**config.mk**
```make
export PLATFORM = sky130hd
export DESIGN_NAME = flash_lock_host
export DESIGN_NICKNAME = d
export VERILOG_FILES = /design/src/core/flash_lock_pkg.sv /design/src/core/flash_cycle_if.sv /design/src/core/flash_cycle_engine.sv /design/src/core/flash_lock_host.sv
export SDC_FILE = /design/constraint.sdc
export NUM_CORES = 1
export LEC_CHECK = 0
export BUFFER_PORTS_ARGS = -buffer_cell sky130_fd_sc_hd__buf_2
export CORE_MARGIN = 3
export CORE_UTILIZATION = 56
export CTS_CLUSTER_DIAMETER = 100
export DETAILED_ROUTE_END_ITERATION = 8
export PLACE_DENSITY = 0.85
export SETUP_SLACK_MARGIN = 0.15
export SLEW_MARGIN = 30
export SYNTH_ARGS = -nofsm -noshare
export SYNTH_HDL_FRONTEND = slang
export SYNTH_SLANG_ARGS = --single-unit
```
**constraint.sdc**
```tcl
create_clock -name pclk -period 2.8 [get_ports pclk]
set_input_delay 0.56 -clock pclk [delete_from_list [all_inputs] [get_ports pclk]]
set_output_delay 0.56 -clock pclk [all_outputs]
set_load 0.02 [all_outputs]
```
**src/core/flash_lock_pkg.sv**
```systemverilog
// constants, register map and types of the flash lock controller
// What this block does
// - host masks reserved status bit 0 when polling.
// - host checks ready bit before interpreting failure bits.
// - host locks a block with 60H then 01H at the block address.
// - host unlocks with 60H then D0H; locked-down blocks stay locked if pin low.
// - host locks down with 60H then 2FH; device sets the lock-down bit.
package flash_lock_pkg;
  localparam int unsigned ADDR_W = 22;
  localparam int unsigned DQ_W   = 16;

  // flash command codes
  localparam logic [7:0] CMD_SETUP   = 8'h60;
  localparam logic [7:0] CMD_LOCK    = 8'h01;
  localparam logic [7:0] CMD_UNLOCK  = 8'hD0;
  localparam logic [7:0] CMD_LOCKDN  = 8'h2F;
  localparam logic [7:0] CMD_CLEAR   = 8'h50;
  localparam logic [7:0] CMD_RDSTAT  = 8'h70;
  localparam logic [7:0] CMD_SUSPEND = 8'hB0;
  localparam logic [7:0] CMD_RESUME  = 8'hD0;
  localparam logic [7:0] CMD_ARRAY   = 8'hFF;

  // status bit positions
  localparam int unsigned STAT_READY  = 7;
  localparam int unsigned STAT_ESUSP  = 6;
  localparam int unsigned STAT_EFAIL  = 5;
  localparam int unsigned STAT_PFAIL  = 4;
  localparam int unsigned STAT_VPPLOW = 3;
  localparam int unsigned STAT_PSUSP  = 2;
  localparam int unsigned STAT_LOCKV  = 1;
  localparam int unsigned STAT_RSVD   = 0;
  localparam logic [7:0]  STAT_MASK   = 8'hFE;

  // apb register map
  localparam logic [7:0] REG_CTRL   = 8'h00;
  localparam logic [7:0] REG_PINS   = 8'h04;
  localparam logic [7:0] REG_ADDR   = 8'h08;
  localparam logic [7:0] REG_STATUS = 8'h0C;
  localparam int unsigned PINS_WP   = 0;
  localparam int unsigned PINS_RST  = 1;
  localparam int unsigned ST_BUSY   = 8;
  localparam int unsigned ST_SEQERR = 9;
  localparam int unsigned ST_LOCKV  = 10;
  localparam int unsigned ST_PFAIL  = 11;
  localparam int unsigned ST_EFAIL  = 12;
  localparam int unsigned ST_VPP    = 13;
  localparam int unsigned ST_SUSP   = 14;

  // flash bus phase time
  localparam int unsigned CLK_NS    = 5;
  localparam int unsigned PHASE_NS  = 50;
  localparam int unsigned PHASE_CYC = (PHASE_NS + CLK_NS - 1) / CLK_NS;
  localparam int unsigned PHASE_W   = $clog2(PHASE_CYC + 1);

  typedef enum logic [2:0] {
    OP_LOCK, OP_UNLOCK, OP_LOCKDOWN, OP_CLEAR,
    OP_READ, OP_SUSPEND, OP_RESUME, OP_BADSEQ
  } op_t;
endpackage

```
**src/core/flash_cycle_if.sv**
```systemverilog
// request/answer carrier between sequencer and flash bus cycle engine
`timescale 1ns/10ps
interface flash_cycle_if;
  import flash_lock_pkg::*;
  logic              req;
  logic              wr;
  logic [ADDR_W-1:0] addr;
  logic [DQ_W-1:0]   wdata;
  logic              ack;
  logic [DQ_W-1:0]   rdata;
  modport seq (output req, wr, addr, wdata, input ack, rdata);
  modport eng (input req, wr, addr, wdata, output ack, rdata);
endinterface

```
**src/core/flash_cycle_engine.sv**
```systemverilog
// one asynchronous flash bus read or write cycle per request
`timescale 1ns/10ps
module flash_cycle_engine
  import flash_lock_pkg::*;
(
  // clock and reset
  input  wire logic              pclk,
  input  wire logic              presetn,
  // request side
  flash_cycle_if.eng             cyc,
  // flash pins
  output logic [ADDR_W-1:0]      fl_addr,
  input  wire logic [DQ_W-1:0]   fl_dq_in,
  output logic [DQ_W-1:0]        fl_dq_out,
  output logic                   fl_dq_oe_n,
  output logic                   fl_ce_n,
  output logic                   fl_we_n,
  output logic                   fl_oe_n
);
  typedef enum logic [1:0] {E_IDLE, E_SETUP, E_STROBE, E_HOLD} eng_t;
  eng_t               st_q;
  logic [PHASE_W-1:0] cnt_q;
  logic               tick;
  logic               wr_q;

  // phase divider restarts per cycle so every phase is full length
  assign tick    = (cnt_q == PHASE_W'(PHASE_CYC - 1));
  assign cyc.ack = (st_q == E_HOLD) && tick;

  always_ff @(posedge pclk or negedge presetn)
    if (!presetn)
      cnt_q <= '0;
    else if (st_q == E_IDLE || tick)
      cnt_q <= '0;
    else
      cnt_q <= cnt_q + PHASE_W'(1);

  always_ff @(posedge pclk or negedge presetn)
    if (!presetn)
    begin
      st_q       <= E_IDLE;
      wr_q       <= 1'b0;
      fl_addr    <= '0;
      fl_dq_out  <= '0;
      fl_dq_oe_n <= 1'b1;
      fl_ce_n    <= 1'b1;
      fl_we_n    <= 1'b1;
      fl_oe_n    <= 1'b1;
      cyc.rdata  <= '0;
    end
    else
    begin
      case (st_q)
        E_IDLE:
          if (cyc.req)
          begin
            st_q       <= E_SETUP;
            wr_q       <= cyc.wr;
            fl_addr    <= cyc.addr;
            fl_dq_out  <= cyc.wdata;
            fl_dq_oe_n <= !cyc.wr;
            fl_ce_n    <= 1'b0;
          end
        E_SETUP:
          if (tick)
          begin
            st_q    <= E_STROBE;
            fl_we_n <= !wr_q;
            fl_oe_n <= wr_q;
          end
        E_STROBE:
          if (tick)
          begin
            st_q    <= E_HOLD;
            fl_we_n <= 1'b1;
            fl_oe_n <= 1'b1;
            if (!wr_q)
              cyc.rdata <= fl_dq_in;
          end
        E_HOLD:
          if (tick)
          begin
            st_q       <= E_IDLE;
            fl_ce_n    <= 1'b1;
            fl_dq_oe_n <= 1'b1;
          end
        default:
          st_q <= E_IDLE;
      endcase
    end
endmodule

```
**src/core/flash_lock_host.sv**
```systemverilog
// apb controlled host that locks, unlocks and polls a parallel nor flash
`timescale 1ns/10ps
module flash_lock_host
  import flash_lock_pkg::*;
(
  // clock and reset
  input  wire logic              pclk,
  input  wire logic              presetn,
  // apb slave
  input  wire logic [7:0]        paddr,
  input  wire logic              psel,
  input  wire logic              penable,
  input  wire logic              pwrite,
  input  wire logic [31:0]       pwdata,
  output logic [31:0]            prdata,
  output logic                   pready,
  output logic                   pslverr,
  // flash pins
  output logic [ADDR_W-1:0]      fl_addr,
  input  wire logic [DQ_W-1:0]   fl_dq_in,
  output logic [DQ_W-1:0]        fl_dq_out,
  output logic                   fl_dq_oe_n,
  output logic                   fl_ce_n,
  output logic                   fl_we_n,
  output logic                   fl_oe_n,
  output logic                   fl_wp,
  output logic                   fl_rst_n
);
  typedef enum logic [2:0] {
    S_IDLE, S_CMD1, S_CMD2, S_SRCMD, S_SRRD
  } seq_t;

  flash_cycle_if cyc ();

  seq_t              st_q;
  op_t               op_q;
  logic [ADDR_W-1:0] blk_q;
  logic              wp_q;
  logic              frst_q;
  logic [7:0]        stat_q;
  logic              wr_acc;
  logic              rd_set;
  logic              start;
  logic              stat_ready;
  logic [7:0]        cmd2;
  logic [31:0]       rd_d;
  logic              hit;

  // zero wait state slave
  assign pready = 1'b1;
  assign wr_acc = psel && penable && pwrite;
  assign rd_set = psel && !penable;
  assign hit    = (paddr == REG_CTRL) || (paddr == REG_PINS) ||
                  (paddr == REG_ADDR) || (paddr == REG_STATUS);
  // a new operation is refused while one is running
  assign start  = wr_acc && (paddr == REG_CTRL) && (st_q == S_IDLE);
  assign stat_ready = cyc.rdata[STAT_READY];
  assign fl_wp    = wp_q;
  assign fl_rst_n = !frst_q;

  always_ff @(posedge pclk or negedge presetn)
    if (!presetn)
    begin
      wp_q   <= 1'b0;
      frst_q <= 1'b0;
      blk_q  <= '0;
    end
    else if (wr_acc)
    begin
      if (paddr == REG_PINS)
      begin
        wp_q   <= pwdata[PINS_WP];
        frst_q <= pwdata[PINS_RST];
      end
      if (paddr == REG_ADDR)
        blk_q <= pwdata[ADDR_W-1:0];
    end

  always_comb
  begin
    rd_d = 32'h0000_0000;
    case (paddr)
      REG_CTRL:   rd_d[2:0] = op_q;
      REG_PINS:
      begin
        rd_d[PINS_WP]  = wp_q;
        rd_d[PINS_RST] = frst_q;
      end
      REG_ADDR:   rd_d[ADDR_W-1:0] = blk_q;
      REG_STATUS:
      begin
        rd_d[7:0]       = stat_q;
        rd_d[ST_BUSY]   = (st_q != S_IDLE);
        rd_d[ST_SEQERR] = stat_q[STAT_PFAIL] && stat_q[STAT_EFAIL];
        rd_d[ST_LOCKV]  = stat_q[STAT_LOCKV];
        rd_d[ST_PFAIL]  = stat_q[STAT_PFAIL] && !stat_q[STAT_EFAIL];
        rd_d[ST_EFAIL]  = stat_q[STAT_EFAIL] && !stat_q[STAT_PFAIL];
        rd_d[ST_VPP]    = stat_q[STAT_VPPLOW];
        rd_d[ST_SUSP]   = stat_q[STAT_ESUSP] || stat_q[STAT_PSUSP];
      end
      default:    rd_d = 32'h0000_0000;
    endcase
  end

  // read data is captured in the setup cycle so it is steady in access
  always_ff @(posedge pclk or negedge presetn)
    if (!presetn)
    begin
      prdata  <= 32'h0000_0000;
      pslverr <= 1'b0;
    end
    else if (rd_set)
    begin
      prdata  <= pwrite ? 32'h0000_0000 : rd_d;
      pslverr <= !hit;
    end

  // second code of the configuration pair
  always_comb
    case (op_q)
      OP_LOCK:     cmd2 = CMD_LOCK;
      OP_UNLOCK:   cmd2 = CMD_UNLOCK;
      OP_LOCKDOWN: cmd2 = CMD_LOCKDN;
      default:     cmd2 = CMD_ARRAY;
    endcase

  always_comb
  begin
    cyc.req   = (st_q != S_IDLE);
    cyc.wr    = (st_q != S_SRRD);
    cyc.addr  = blk_q;
    cyc.wdata = '0;
    case (st_q)
      S_CMD1:
        case (op_q)
          OP_CLEAR:   cyc.wdata[7:0] = CMD_CLEAR;
          OP_SUSPEND: cyc.wdata[7:0] = CMD_SUSPEND;
          OP_RESUME:  cyc.wdata[7:0] = CMD_RESUME;
          default:    cyc.wdata[7:0] = CMD_SETUP;
        endcase
      S_CMD2:  cyc.wdata[7:0] = cmd2;
      S_SRCMD: cyc.wdata[7:0] = CMD_RDSTAT;
      default: cyc.wdata = '0;
    endcase
  end

  always_ff @(posedge pclk or negedge presetn)
    if (!presetn)
    begin
      st_q <= S_IDLE;
      op_q <= OP_READ;
    end
    else
    begin
      case (st_q)
        S_IDLE:
          if (start)
          begin
            op_q <= op_t'(pwdata[2:0]);
            st_q <= (op_t'(pwdata[2:0]) == OP_READ) ? S_SRCMD : S_CMD1;
          end
        S_CMD1:
          if (cyc.ack)
            case (op_q)
              OP_CLEAR, OP_SUSPEND: st_q <= S_SRCMD;
              // a resumed operation keeps the device busy; no polling
              OP_RESUME:            st_q <= S_IDLE;
              default:              st_q <= S_CMD2;
            endcase
        S_CMD2:
          if (cyc.ack)
            st_q <= S_SRCMD;
        S_SRCMD:
          if (cyc.ack)
            st_q <= S_SRRD;
        S_SRRD:
          if (cyc.ack && stat_ready)
            st_q <= S_IDLE;
        default:
          st_q <= S_IDLE;
      endcase
    end

  // status is kept only once the state machine reports ready
  always_ff @(posedge pclk or negedge presetn)
    if (!presetn)
      stat_q <= 8'h00;
    else if (st_q == S_SRRD && cyc.ack && stat_ready)
      stat_q <= cyc.rdata[7:0] & STAT_MASK;

  flash_cycle_engine u_eng (
    .pclk       (pclk),
    .presetn    (presetn),
    .cyc        (cyc),
    .fl_addr    (fl_addr),
    .fl_dq_in   (fl_dq_in),
    .fl_dq_out  (fl_dq_out),
    .fl_dq_oe_n (fl_dq_oe_n),
    .fl_ce_n    (fl_ce_n),
    .fl_we_n    (fl_we_n),
    .fl_oe_n    (fl_oe_n)
  );
endmodule

```
# [Yosys cells after proc, flatten, opt, wreduce, memory -nomap -nowiden]
# Index checks and enable logic that the tools add are counted.
[word_totals] reg_bits=119 elab_cells=119 output_inout_bits=78
[classes] eq_ne=27 n_mux=31 addsub=1 n_bitwise=1 n_reduce_logical=41
[ops] cell="$pmux 8 s3" count=3
[ops] cell="$pmux 12 s2" count=1
[ops] cell="$mux 22" count=1
[ops] cell="$eq 8x4->1 const B" count=2
[ops] cell="$pmux 2 s4" count=2
[ops] cell="$mux 3" count=5
[ops] cell="$pmux 3 s5" count=1
[ops] cell="$eq 3x2->1 const B" count=4
[ops] cell="$eq 3x3->1 const B" count=4
[ops] cell="$logic_and 1x1->1" count=12
[ops] cell="$ne 2x2->1 const B" count=6
[ops] cell="$mux 2" count=5
[ops] cell="$reduce_and 3->1" count=3
[ops] cell="$eq 8x3->1 const B" count=1
[ops] cell="$logic_not 8->1" count=1
[ops] cell="$pmux 1 s2" count=4
[ops] cell="$reduce_and 2->1" count=4
[ops] cell="$logic_not 1->1" count=7
[ops] cell="$mux 7" count=1
[ops] cell="$eq 3x1->1 const B" count=2
[ops] cell="$logic_not 3->1" count=2
[ops] cell="$ne 2x1->1 const B" count=3
[ops] cell="$logic_or 1x1->1" count=5
[ops] cell="$mux 1" count=5
[ops] cell="15 further kinds" count=17

# [Logic depth before layout (Yosys ltp)]
[depth] word_depth=6 depth_mapped=7

# [Cells and area by module]
# From an unflattened synthesis, not the netlist that was laid out.
[unflattened] cells_unflattened=414 area_unflattened_um2=5530.3
[by_module_without_submodules] mod="flash_lock_host" area_per_inst_um2=2876.5 n_inst=1 cells_per_inst=243
[by_module_without_submodules] mod="flash_cycle_engine" area_per_inst_um2=2653.8 n_inst=1 cells_per_inst=171

# [Worst setup path before layout]
# Ideal clock, no wire load.
[synth_path] path_kind="input-to-reg" startpoint="input paddr[1]" endpoint="register blk_q[0]" setup_ps=125 n_path_buf=1 t_arrival_ps=1667 required_ps=2675 slack_ps=1008 cell_stages=5 path_cell_list="nor4_4 -> and2_4 -> nand4_4 -> buf_6 -> mux2_4"
[synth_between] elab_chain_len=2
[synth_lines] element="from (decl)" line="flash_lock_host.sv:10" text="input wire logic [7:0] paddr,"
[synth_lines] element="$eq 8x4->1" line="flash_lock_host.sv:75" text="if (paddr == REG_ADDR)"
[synth_lines] element="$reduce_and 2->1 (no line)"
[synth_lines] element="to (signal assigned)" line="flash_lock_host.sv:76" text="blk_q <= pwdata[ADDR_W-1:0];"
[synth_lines] element="to (decl)" line="flash_lock_host.sv:37" text="logic [ADDR_W-1:0] blk_q;"
# No other way between the ends.
# A chain may end at the register's enable or synchronous reset.

# [Worst setup path in the final report]
[layout_path] startpoint="register st_q[2]" endpoint="register u_eng.fl_addr[18]"
[layout_between] elab_chain_len=2
[layout_lines] element="from (decl)" line="flash_lock_host.sv:35" text="seq_t st_q;"
[layout_lines] element="from (signal assigned)" line="flash_lock_host.sv:160" text="st_q <= (op_t'(pwdata[2:0]) == OP_READ) ? S_SRCMD : S_CMD1;"
[layout_lines] element="$reduce_bool 3->1" line="flash_lock_host.sv:129" text="cyc.req = (st_q != S_IDLE);"
[layout_lines] element="$reduce_and 2->1 (no line)"
[layout_lines] element="to (signal assigned)" line="flash_cycle_engine.sv:59" text="fl_addr <= cyc.addr;"
[layout_lines] element="to (decl)" line="flash_cycle_engine.sv:12" text="output logic [ADDR_W-1:0] fl_addr,"
# No other way between the ends.

==> flow_summary.json <==
{
  "status": "completed",
  "vias": 3363,
  "number_of_buffer_and_inverter_instances_along_the_worst_setup_path": 0,
  "p_int_mw": 2.34,
  "design.core.area_um2": 8340,
  "final.setup_skew_ps": 6.85,
  "routed_via_density": 5.64,
  "start_kind": "flop",
  "tritoncts.num_buffers": 9,
  "placement.io_buffers": 100,
  "synth-async-reset-ratio_pct": 100,
  "postRouteWirelength_um": 10200,
  "post-cts-setup-buffers": 0,
  "slowest_stage": "sky130_fd_sc_hd__nand2_2",
  "dp_hpwl_um": 7490,
  "timing.final.max_slew_violations": 0,
  "rsz0062_at_grt": "no",
  "die_height_um": 99.3,
  "synth_area_um2": 4870,
  "timing.critical_path.depth": 3,
  "area.growth.synth_to_final_pct": 14.0,
  "place_congestion": 0.819,
  "final_common_cell": "sky130_fd_sc_hd__dfrtp_1",
  "ff2ff_path_depth": 3,
  "vdd.ir_drop.worst_v": 0.000510,
  "finalPower_mw": 3.28,
  "synth-edff-count": 0,
  "commonest_cells_after_routing_fill_and_taps_aside": "101 x sky130_fd_sc_hd__dfrtp_1, 99 x sky130_fd_sc_hd__buf_2, 43 x sky130_fd_sc_hd__mux2_2, 32 x sky130_fd_sc_hd__nand2_1, 23 x sky130_fd_sc_hd__o21ai_0",
  "critical_path.endpoint_type": "flop",
  "remaining_drc_errors": 0,
  "clk_slew_on_worst_s_h_paths_ps": 90,
  "global_routing_usage_summed_across_all_routing_layers_pct": 20.9,
  "fmax_ghz": 0.476,
  "vias_in_the_first_global_route": 3280,
  "timing_worst_slew_pin_value_ps": 691,
  "synth_ff_type": "sky130_fd_sc_hd__dfrtp_1",
  "clock_sink_count": 106,
  "crit_chain": "or3_1 > nand2_2 > mux2_2",
  "n_antenna_cell": 0,
  "core.rowCount": 33,
  "setup-tns-final_ps": 0,
  "die_area_um2": 9860,
  "postCtsHoldBufs": 0,
  "route.detailed.wl_per_inst_um": 17.1,
  "critical_path_arrival_ps": 2350,
  "cts_root_buf": "sky130_fd_sc_hd__clkbuf_8",
  "globalRoute.totalOverflow": 0,
  "power.share.switching_pct": 28.6,
  "pin_count": 139,
  "antenna_violations_before_repair": 0,
  "path_max_fanout": 26,
  "grt_max_degree": 51,
  "synthesis.yosys.warnings": 0,
  "timing.setup.critical_path_class": "reg2reg",
  "netSwitchingPower_mw": 0.939,
  "layout.filler_cells": 641,
  "cts_htree_levels": 3,
  "cts_tree": "built",
  "synth.yosys.seq_area_share_pct": 54.6,
  "critical-path-top-delay-family": "simple AND/OR/NAND/NOR gates",
  "clock_tree.buffer_depth": 2,
  "report.final.hold_viol_count": 0,
  "effective_utilization_at_floorplan_pct": 58.4,
  "timing.max_cap.violations": 0,
  "synthDistinctLibCells": 53,
  "final.min_clock_period_ps": 2100,
  "power_share_of_the_combinational_group_pct": 18.3,
  "timing.final.crit_share_pct": 75.1,
  "setup_viol": 0,
  "data_required_time_of_the_worst_path_ps": 3040,
  "slew_headroom_pct": 53.8,
  "leakagePower_nw": 3.00,
  "worst_path_largest_cell_delay_ps": 550,
  "drt_first_pass_iters": 4,
  "power.density_cell_area_nw_per_um2": 590,
  "synthCells": 395,
  "grt_pass1_wl_um": 16500,
  "syn_avg_cell_area_um2": 12.3,
  "synth-seq-cells": 106,
  "seq_power_share_pct": 54.2,
  "worstHoldPathType": "in2async",
  "post_cts.resized_instances": 0,
  "final_layout_net_count": 554,
  "die_width_um": 99.3,
  "clockPowerShare_pct": 27.5,
  "drive_above_1_share_pct": 39.5,
  "detail-route-antenna-nets": 0,
  "clock_latency_ps": 360,
  "detail_route.iter0.violations": 165
}
## per-layer routing
layer / part of all wire [%] / vias to the layer above / wire, um / global-route usage [%]
met5: 0 / - / 0 / 0
met4: 1.7 / 0 / 172 / 6.20
met2: 48 / 119 / 4930 / 33.2
met3: 6.7 / 15 / 688 / 4.98
li1: - / 1525 / - / -
met1: 43 / 1704 / 4400 / 28.7
## worst paths after layout
check	startpoint	endpoint	slack [ps]
max in group asynchronous	presetn	op_q[2]	1940
worst min-delay path	presetn	u_eng.cnt_q[1]	110
worst min register to register	stat_q[7]	stat_q[7]	470
worst max-delay path	st_q[2]	u_eng.fl_addr[18]	700
min in group pclk	pwdata[9]	blk_q[9]	430
worst max register to register	st_q[2]	u_eng.fl_addr[18]	700
## synthesized netlist by cell type (4+ instances only)
cell type,number,area (um^2)
sky130_fd_sc_hd__a22o_1,7,61.3
sky130_fd_sc_hd__nor3b_1,4,30.0
sky130_fd_sc_hd__o21ai_0,23,115
sky130_fd_sc_hd__mux2_2,43,484
sky130_fd_sc_hd__ha_1,6,75.1
sky130_fd_sc_hd__nor2_1,17,63.8
sky130_fd_sc_hd__a31oi_1,4,25.0
sky130_fd_sc_hd__mux2_4,20,300
sky130_fd_sc_hd__buf_4,22,165
sky130_fd_sc_hd__buf_2,5,25.0
sky130_fd_sc_hd__nor2b_1,4,25.0
sky130_fd_sc_hd__clkbuf_1,12,45.0
sky130_fd_sc_hd__nand2_1,32,120
sky130_fd_sc_hd__inv_1,8,30.0
sky130_fd_sc_hd__mux2i_1,10,100
sky130_fd_sc_hd__dfrtp_1,101,2530
sky130_fd_sc_hd__dfstp_2,5,131
sky130_fd_sc_hd__a21oi_1,10,50.1
sky130_fd_sc_hd__nor3_1,5,25.0
sky130_fd_sc_hd__nand2b_1,5,31.3
## power by group through the flow
stage / clock network (mW) / registers, mW / logic [mW]
5_1_grt: 0.982 / 1.80 / 0.669
4_1_cts: 0.920 / 1.77 / 0.606
2_1_floorplan: 0 / 1.81 / 0.412
3_3_place_gp: 0 / 1.79 / 0.571
6_report: 0.900 / 1.78 / 0.600
3_5_place_dp: 0 / 1.80 / 0.606
## registers in the layout, indices dropped and copies added, names as in the netlist
name	cells
blk_q	22
fl_wp	1
frst_q	1
op_q	3
prdata	22
pslverr	1
st_q	3
stat_q	7
u_eng.cnt_q	4
u_eng.cyc.rdata	7
u_eng.fl_addr	22
u_eng.fl_ce_n	1
u_eng.fl_dq_oe_n	1
u_eng.fl_dq_out	6
u_eng.fl_oe_n	1
u_eng.fl_we_n	1
u_eng.st_q	2
u_eng.wr_q	1
## through the flow
step | util, % | worst slack, ps | std cells | area [um^2] | hold slack (ps)
2_1_floorplan | - | 1010 | 412 | 4940 | 264
3_3_place_gp | 64.3 | 714 | 581 | 5370 | 453
3_5_place_dp | 64.3 | 595 | 581 | 5370 | 453
4_1_cts | 66.5 | 700 | 596 | 5550 | 110
5_1_grt | 66.6 | 590 | 596 | 5550 | 115
6_report | 66.6 | 698 | 596 | 5550 | 106
## cells by family after synthesis
kind of cell,share of synthesized area (%)
simple gates,10.2
fa+ha+maj,1.54
mux,18.6
xor+xnor,0.899
buf+inv,6.01
flops,54.6
compound gates,7.96
other cells,0.154
## area by class of cell
cell class	instances	area, um^2	share of cell area [%]
Tap cell	105	131	2.37
Sequential cell	106	2660	47.9
Clock buffer	11	131	2.37
Timing Repair Buffer	106	561	10.1
Clock inverter	4	53.8	0.969
Inverter	8	30.0	0.541
Multi-Input combinational cell	256	1990	35.8
No activity file was read; power rests on OpenSTA's default activity.
